`src/hw/ccr_pkg.sv`:
```
package ccr_pkg;
    // Register offsets (SMBus command codes)
    localparam logic [7:0] OFS_CTRL5 = 8'h38;
    localparam logic [7:0] OFS_CTRL3 = 8'h4c;
    localparam logic [7:0] OFS_CTRL4 = 8'h4e;

    // Control_three_dither_alert_sources field positions
    localparam int C3_DITHER_LO  = 14;
    localparam int C3_ADP_DIS    = 13;
    localparam int C3_SYS_SINK   = 12;
    localparam int C3_GATE_TRI   = 11;
    localparam int C3_T3_SHORT   = 10;
    localparam int C3_T2_NORMAL  = 9;
    localparam int C3_SRC_OVC    = 7;
    localparam int C3_SRC_BATABS = 6;
    localparam int C3_SRC_ADP    = 5;
    localparam int C3_SRC_CMP    = 4;
    localparam int C3_DEB_LO     = 2;
    // Control_four_alert_clear_latch field positions
    localparam int C4_CLEAR      = 1;
    localparam int C4_LATCH      = 0;
    // Control_five_timers_protection field positions
    localparam int C5_COMP_LO    = 14;
    localparam int C5_FORCE_GATE = 13;
    localparam int C5_REV_REG    = 11;
    localparam int C5_T2_LO      = 8;
    localparam int C5_CMP_DIS    = 7;
    localparam int C5_SRC_DIS    = 6;
    localparam int C5_PIN_SEL    = 5;
    localparam int C5_OV_DIS     = 4;
    localparam int C5_T1_LO      = 0;

    // Writable bit masks; other bits read zero
    localparam logic [15:0] MASK_CTRL3 = 16'hfefc;
    localparam logic [15:0] MASK_CTRL4 = 16'h0003;
    localparam logic [15:0] MASK_CTRL5 = 16'heff7;
    // Power-on values
    localparam logic [15:0] RST_CTRL3 = 16'h0000;
    localparam logic [15:0] RST_CTRL4 = 16'h0000;
    localparam logic [15:0] RST_CTRL5 = 16'h0000;

    // Debounce times in ns, clock period in ns
    localparam int CLK_NS   = 10;
    localparam int DEB0_NS  = 2000;
    localparam int DEB1_NS  = 25000;
    localparam int DEB2_NS  = 125000;
    localparam int DEB3_NS  = 250000;
    localparam int DEB0_CYC = (DEB0_NS + CLK_NS - 1) / CLK_NS;
    localparam int DEB1_CYC = (DEB1_NS + CLK_NS - 1) / CLK_NS;
    localparam int DEB2_CYC = (DEB2_NS + CLK_NS - 1) / CLK_NS;
    localparam int DEB3_CYC = (DEB3_NS + CLK_NS - 1) / CLK_NS;

    // Alert source flags
    typedef struct packed {
        logic reverse_overcurrent_flag;
        logic battery_absent_flag;
        logic adapter_present_flag;
        logic comparator_rise;
    } ccr_flags_t;

    // Decoded analog controls
    typedef struct packed {
        logic [1:0] dither_sel;
        logic       adapter_node_sink_en;
        logic       system_rail_sink_en;
        logic       battery_switch_gate_hiz;
        logic       t3_short;
        logic       t2_dcm_normal;
        logic [1:0] comp_res_sel;
        logic       battery_switch_gate_force;
        logic       reverse_reg_en;
        logic [2:0] second_level_adapter_limit_sel;
        logic [2:0] first_level_adapter_limit_sel;
        logic       system_rail_good_cmp_en;
        logic       system_rail_good_src_en;
        logic       pin_sel_comparator;
        logic       overvoltage_prot_en;
    } ccr_ctrl_t;
endpackage

```
`src/hw/ccr_regs.sv`:
```
// Behaviour
// RQ1: Dither code off, or 2/4/6 percent spread
// RQ2: Bit 13 enables adapter node sink
// RQ3: Bit 12 enables system rail sink
// RQ4: Bit 11 tri-states battery switch gate
// RQ5: Bit 10 selects short minimum T3
// RQ6: Bit 9 selects normal DCM T2
// RQ7: Bits 7:4 enable alert trip sources
// RQ8: Bits 3:2 set alert trip debounce
// RQ9: Writing clear bit releases asserted alert
// RQ10: Latch bit holds alert low until cleared
// RQ11: Bits 15:14 select compensation resistance
// RQ12: Bit 13 forces battery switch gate on
// RQ13: Bit 11 enables reverse battery regulation
// RQ14: Bits 10:8 select second limit time
// RQ15: Bits 2:0 select first limit time
// RQ16: Bit 7 disables rail good comparator
// RQ17: Bit 6 disables rail good source
// RQ18: Bit 5 routes comparator to pin
// RQ19: Bit 4 disables overvoltage protections
// RQ20: Registers read/write; digital reset restores defaults
// RQ21: Clear bit self-clears; unused bits read zero
`timescale 1ns/10ps
`default_nettype none
module ccr_regs #(
    parameter int DEB_W = 16
) (
    // Clock and reset
    input  wire logic                 CLK,
    input  wire logic                 RESETN,
    // Register port from SMBus engine
    input  wire logic                 REG_WR,
    input  wire logic                 REG_RD,
    input  wire logic [7:0]           REG_ADDR,
    input  wire logic [15:0]          REG_WDATA,
    output var  logic [15:0]          REG_RDATA,
    output var  logic                 REG_HIT,
    // Digital reset command
    input  wire logic                 DIG_RESET,
    // Alert sources
    input  wire ccr_pkg::ccr_flags_t  ALERT_SRC,
    // Alert pin and controls
    output var  logic                 PROCESSOR_HOT_ALERT_N,
    output var  ccr_pkg::ccr_ctrl_t   CTRL
);
    initial begin
        if (DEB_W < 15 || DEB_W > 31) begin
            $error("DEB_W cannot hold the longest debounce count");
        end
    end

    logic [15:0] ctrl3_r, ctrl4_r, ctrl5_r;
    logic [DEB_W-1:0] deb_cnt_r, deb_cnt_nxt, deb_len;
    logic alert_r, alert_nxt;

    // Address decode
    wire sel3 = (REG_ADDR == ccr_pkg::OFS_CTRL3);
    wire sel4 = (REG_ADDR == ccr_pkg::OFS_CTRL4);
    wire sel5 = (REG_ADDR == ccr_pkg::OFS_CTRL5);
    wire wr_clear = REG_WR && sel4 && REG_WDATA[ccr_pkg::C4_CLEAR]; // RQ9

    // Register writes; digital reset restores power-on values
    always_ff @(posedge CLK or negedge RESETN) begin
        if (!RESETN) begin
            ctrl3_r <= ccr_pkg::RST_CTRL3;
            ctrl4_r <= ccr_pkg::RST_CTRL4;
            ctrl5_r <= ccr_pkg::RST_CTRL5;
        end else if (DIG_RESET) begin
            ctrl3_r <= ccr_pkg::RST_CTRL3; // RQ20
            ctrl4_r <= ccr_pkg::RST_CTRL4;
            ctrl5_r <= ccr_pkg::RST_CTRL5;
        end else if (REG_WR) begin
            if (sel3) ctrl3_r <= REG_WDATA & ccr_pkg::MASK_CTRL3; // RQ21
            if (sel4) ctrl4_r <= REG_WDATA & ccr_pkg::MASK_CTRL4 &
                                 ~(16'h0001 << ccr_pkg::C4_CLEAR); // RQ21
            if (sel5) ctrl5_r <= REG_WDATA & ccr_pkg::MASK_CTRL5;
        end
    end

    // Readback; clear bit always reads idle
    assign REG_HIT = (REG_WR || REG_RD) && (sel3 || sel4 || sel5);
    wire [15:0] rd_mux = sel3 ? ctrl3_r : sel4 ? ctrl4_r : sel5 ? ctrl5_r : 16'h0000;
    always_ff @(posedge CLK or negedge RESETN) begin
        if (!RESETN) REG_RDATA <= 16'h0000;
        else if (REG_RD) REG_RDATA <= rd_mux; // RQ20
    end

    // Trip sources; adapter trips on fall, battery-absent on rise
    wire ovc_trip = ctrl3_r[ccr_pkg::C3_SRC_OVC] && ALERT_SRC.reverse_overcurrent_flag; // RQ7
    wire cmp_trip = ctrl3_r[ccr_pkg::C3_SRC_CMP] && ALERT_SRC.comparator_rise;          // RQ7
    wire deb_cond = (ctrl3_r[ccr_pkg::C3_SRC_BATABS] && ALERT_SRC.battery_absent_flag) ||
                    (ctrl3_r[ccr_pkg::C3_SRC_ADP] && !ALERT_SRC.adapter_present_flag); // RQ7

    // Debounce length by code
    wire [1:0] deb_code = ctrl3_r[ccr_pkg::C3_DEB_LO +: 2];
    always_comb begin
        case (deb_code) // RQ8
            2'h0:    deb_len = DEB_W'(ccr_pkg::DEB0_CYC);
            2'h1:    deb_len = DEB_W'(ccr_pkg::DEB1_CYC);
            2'h2:    deb_len = DEB_W'(ccr_pkg::DEB2_CYC);
            default: deb_len = DEB_W'(ccr_pkg::DEB3_CYC);
        endcase
    end

    // Debounce counter restarts whenever the condition drops
    wire deb_done = deb_cond && (deb_cnt_r >= deb_len - DEB_W'(1));
    assign deb_cnt_nxt = !deb_cond ? '0 : deb_done ? deb_cnt_r : deb_cnt_r + DEB_W'(1);
    wire trip = ovc_trip || cmp_trip || deb_done;

    // Alert: trip wins over clear; auto mode follows trip
    always_comb begin
        if (trip) alert_nxt = 1'b1;
        else if (wr_clear) alert_nxt = 1'b0; // RQ9
        else if (ctrl4_r[ccr_pkg::C4_LATCH]) alert_nxt = alert_r; // RQ10
        else alert_nxt = 1'b0; // RQ10
    end

    always_ff @(posedge CLK or negedge RESETN) begin
        if (!RESETN) begin
            deb_cnt_r <= '0;
            alert_r   <= 1'b0;
        end else begin
            deb_cnt_r <= DIG_RESET ? '0 : deb_cnt_nxt;
            alert_r   <= DIG_RESET ? 1'b0 : alert_nxt;
        end
    end
    assign PROCESSOR_HOT_ALERT_N = ~alert_r;

    // Field decode to analog controls
    always_comb begin
        CTRL.dither_sel                     = ctrl3_r[ccr_pkg::C3_DITHER_LO +: 2]; // RQ1
        CTRL.adapter_node_sink_en           = ctrl3_r[ccr_pkg::C3_ADP_DIS]; // RQ2
        CTRL.system_rail_sink_en            = ctrl3_r[ccr_pkg::C3_SYS_SINK]; // RQ3
        CTRL.battery_switch_gate_hiz        = ctrl3_r[ccr_pkg::C3_GATE_TRI]; // RQ4
        CTRL.t3_short                       = ctrl3_r[ccr_pkg::C3_T3_SHORT]; // RQ5
        CTRL.t2_dcm_normal                  = ctrl3_r[ccr_pkg::C3_T2_NORMAL]; // RQ6
        CTRL.comp_res_sel                   = ctrl5_r[ccr_pkg::C5_COMP_LO +: 2]; // RQ11
        CTRL.battery_switch_gate_force      = ctrl5_r[ccr_pkg::C5_FORCE_GATE]; // RQ12
        CTRL.reverse_reg_en                 = ctrl5_r[ccr_pkg::C5_REV_REG]; // RQ13
        CTRL.second_level_adapter_limit_sel = ctrl5_r[ccr_pkg::C5_T2_LO +: 3]; // RQ14
        CTRL.first_level_adapter_limit_sel  = ctrl5_r[ccr_pkg::C5_T1_LO +: 3]; // RQ15
        CTRL.system_rail_good_cmp_en        = !ctrl5_r[ccr_pkg::C5_CMP_DIS]; // RQ16
        CTRL.system_rail_good_src_en        = !ctrl5_r[ccr_pkg::C5_SRC_DIS]; // RQ17
        CTRL.pin_sel_comparator             = ctrl5_r[ccr_pkg::C5_PIN_SEL]; // RQ18
        CTRL.overvoltage_prot_en            = !ctrl5_r[ccr_pkg::C5_OV_DIS]; // RQ19
    end
endmodule
`default_nettype wire

```
`config.mk`:
```
export PLATFORM = sky130hd
export DESIGN_NAME = ccr_regs
export DESIGN_NICKNAME = d
export VERILOG_FILES = /design/src/hw/ccr_pkg.sv /design/src/hw/ccr_regs.sv
export SDC_FILE = /design/constraint.sdc
export NUM_CORES = 1
export LEC_CHECK = 0
export ABC_AREA = 0
export BUFFER_PORTS_ARGS = -buffer_cell sky130_fd_sc_hd__buf_2
export CORE_UTILIZATION = 55
export DETAILED_ROUTE_END_ITERATION = 6
export PLACE_DENSITY_LB_ADDON = 0.2
export SLEW_MARGIN = 15
export SYNTH_ARGS = -nofsm -noshare
export SYNTH_HDL_FRONTEND = slang
export SYNTH_SLANG_ARGS = --single-unit
```
`constraint.sdc`:
```
create_clock -name CLK -period 4.9 [get_ports CLK]
set_input_delay 0.735 -clock CLK [delete_from_list [all_inputs] [get_ports CLK]]
set_output_delay 0.735 -clock CLK [all_outputs]
set_load 0.005 [all_outputs]
```
==> out/qor.yml <==
power:
  vdd.ir_drop.worst_mv: 0.1847
  p_leak_nw: 1.836
  p_total_w: 0.0009821
  powerDensity_mw_per_mm2: 266.9
setup_path:
  path_cells: "buf_2 > or3_1 > nor2_1 > and2_0 > o32a_1 > buf_2"
  crit_arrival_ns: 2.39
  slowest_delay_ns: 0.71
  cp_num_buf_inv: 2
  cpMostUsedCell: "buf_2"
  required_ns: 4.16
  critPathLaunchType: "input port"
  crit_fanout: 14
  cpMaxStageDelayCell: "and2_0"
  crit_type: "in -> out"
  critPathTopFamily: "simple AND/OR/NAND/NOR gates"
  worstSetupEndpointType: "output port"
  worstReg2RegStart: "ctrl3_r[2]"
  critPathLaunch: "REG_ADDR[4]"
place:
  portBuffers: 71
  place_hpwl_mm: 4.594
  dp.cells: 444
  place_congestion: 0.8161
clock_tree:
  cts_sinks: 61
  ctsResizeCount: 0
  cts_post_setup_buffers_inserted: 0
  clk_path_buf_depth: 2
  clk_pin_slew_worst_paths_ns: 0.06
  h-tree-depth: 3
  cts-root-buf: "clkbuf_8"
  cts_tree: "yes"
  holdBufCountCts: 0
  cts_buffers: 9
  clk_latency_ns: 0.32
yosys:
  synth_area_leaders: "dfrtp_1 (47%), mux2i_1 (8.6%), ha_1 (5.8%)"
  yosys-top-cells-count: "dfrtp_1 (61), nor2_1 (46), mux2i_1 (28), a21oi_1 (25), buf_4 (18)"
  async_flop_share_pct: 100.0
  ys_seq_elements: 61
  ys_types: 42
  synthesis.area_mm2: 0.003259
  yosys.area_share.simple_pct: 16.51
  yosys.cell_count.top_type: "dfrtp_1"
  syn_nets: 384
  synth_cells: 336
  synth_fa_ha_area_share_pct: 5.758
  syn_avg_cell_area_um2: 9.701
  synth-compound-area-share_pct: 13.44
  synth_mux_area_share_pct: 8.599
  netlist.area_leader.share_pct: 46.83
  synth_edf_count: 0
  yosysTopAreaCell: "dfrtp_1"
  synth-main-ff-cell: "dfrtp_1"
  synthXorXnorAreaFrac_pct: 0.2687
  synth_top_family_by_area: "simple AND/OR/NAND/NOR gates"
  synth-seq-area-share_pct: 46.83
  yosys_warnings: 0
sta:
  rsz0062_at_grt: "false"
  hold_viol: 0
  min_period_over_period_pct: 63.83
  fmax_mhz: 319.7
  clock_skew_ns: 0.009206
  period_needed_ns: 3.128
  fin_setup_tns_ns: 0
  slew_headroom_pct: 27.01
  tightest_slew_ns: 1.092
  drv_slew: 0
  finalSetupViolCount: 0
status:
  outcome: "complete, no violations"
floorplanning:
  start_util_pct: 58.12
  die_h_um: 78.98
  ios: 72
  dieArea_mm2: 0.006238
  coreArea_mm2: 0.005608
  std_cell_rows: 27
  fp.dieW_um: 78.98
global_route:
  grt.total_usage_pct: 23.85
  grt_pass1_vias: 2569
  antenna_found_initial: 0
  grt_pass1_wl_mm: 11.60
  grt_overflow_total: 0
  grt_max_degree: 62
route:
  antenna_left: 0
  drt_drc_violations_left: 0
  post_drt_via_cell_ratio: 5.830
  vias: 2676
  avgRoutedWirePerCell_um: 14.84
  wl_mm: 6.811
  first_pass_iters: 4
  drtIter0Drc: 185
cells_and_area:
  drive_gt1_share_pct: 22.48
  antenna_cells: 0
  utilization_pct: 65.62
  num-nets-final: 431
  fin_cells: 459
  syn_to_final_growth_pct: 12.90
worst_hold_path:
  min_from: "REG_RDATA[1]"
  worst_hold_path_type: "reg -> reg"
flow_run:
  cap_violations: 0
## layout by cell type, fill, tap and decap left out, drive strengths merged, types with 9 or more instances in the layout
| cell | netlist | layout |
|---|---|---|
| mux2i | 28 | 28 |
| buf | 22 | 72 |
| nand2 | 10 | 10 |
| a21oi | 25 | 25 |
| nand3 | 14 | 14 |
| o21ai | 13 | 13 |
| a22oi | 12 | 12 |
| nor2 | 46 | 46 |
| inv | 17 | 17 |
| or4 | 9 | 9 |
| clkbuf | 14 | 10 |
| dfrtp | 61 | 61 |
| ha | 15 | 15 |
## cell families (layout without fill, tap and decap cells)
logic type      after synthesis  count (layout)
buf+inv                      53             104
fa+ha+maj                    15              15
xor+xnor                      1               1
mux                          28              28
compound gates               70              70
simple gates                107             107
flops                        61              61
other cells                   1               1
## worst paths after layout
path | endpoint | slack (ns) | cells past startpoint
worst max-delay path | REG_HIT | 1.77 | 6
max in group asynchronous | ctrl3_r[4] | 3.81 | 2
worst max register to register | deb_cnt_r[12] | 2.16 | 9
min in group asynchronous | deb_cnt_r[3] | 0.55 | 2
worst min register to register | REG_RDATA[1] | 0.52 | 2
worst min-delay path | REG_RDATA[1] | 0.52 | 2
## worst reg2reg max path: cells and delay by family (launching register included)
| family | cells | cell delay, ns |
|---|---|---|
| simple gates | 3 | 1.00 |
| buf+inv | 1 | 0.10 |
| flops | 1 | 0.44 |
| fa+ha+maj | 2 | 0.47 |
| compound gates | 3 | 0.66 |
## state kept, by name, summed over array words and instances (netlist names)
name	flops
REG_RDATA	16
ctrl4_r	1
alert_r	1
ctrl5_r	14
deb_cnt_r	16
ctrl3_r	13
## metrics by stage
stage	worst slack (ns)	hold slack [ns]	instance area [um2]
floorplan	2.352	0.4394	3259
global placement	1.816	0.4954	3500
detailed placement	1.793	0.5015	3500
CTS	1.777	0.5201	3680
global route	1.682	0.5532	3680
finish	1.772	0.5210	3680
## routing by layer
layer	GRT usage [%]	part of all wire, %	up-vias
met3	4.713	5.8	9
li1	-	-	1281
met1	31.39	47	1296
met5	0	0	-
met2	38.19	46	90
met4	10.55	1.4	0
## report_power, final
group          internal [W]  switching (W)
Combinational     0.0000198      0.0000322
Sequential         0.000511     0.00000405
Clock              0.000229       0.000186
## area by class of cell
cell class / instances / area, um2
inverter: 17 / 63.81
clock inverter: 5 / 52.55
tap: 72 / 90.09
fill: 488 / 1928
clock buffer: 10 / 127.6
multi-input combinational: 222 / 1456
timing repair buffer: 72 / 362.8
sequential: 61 / 1526
(Power assumes the default switching activity.)
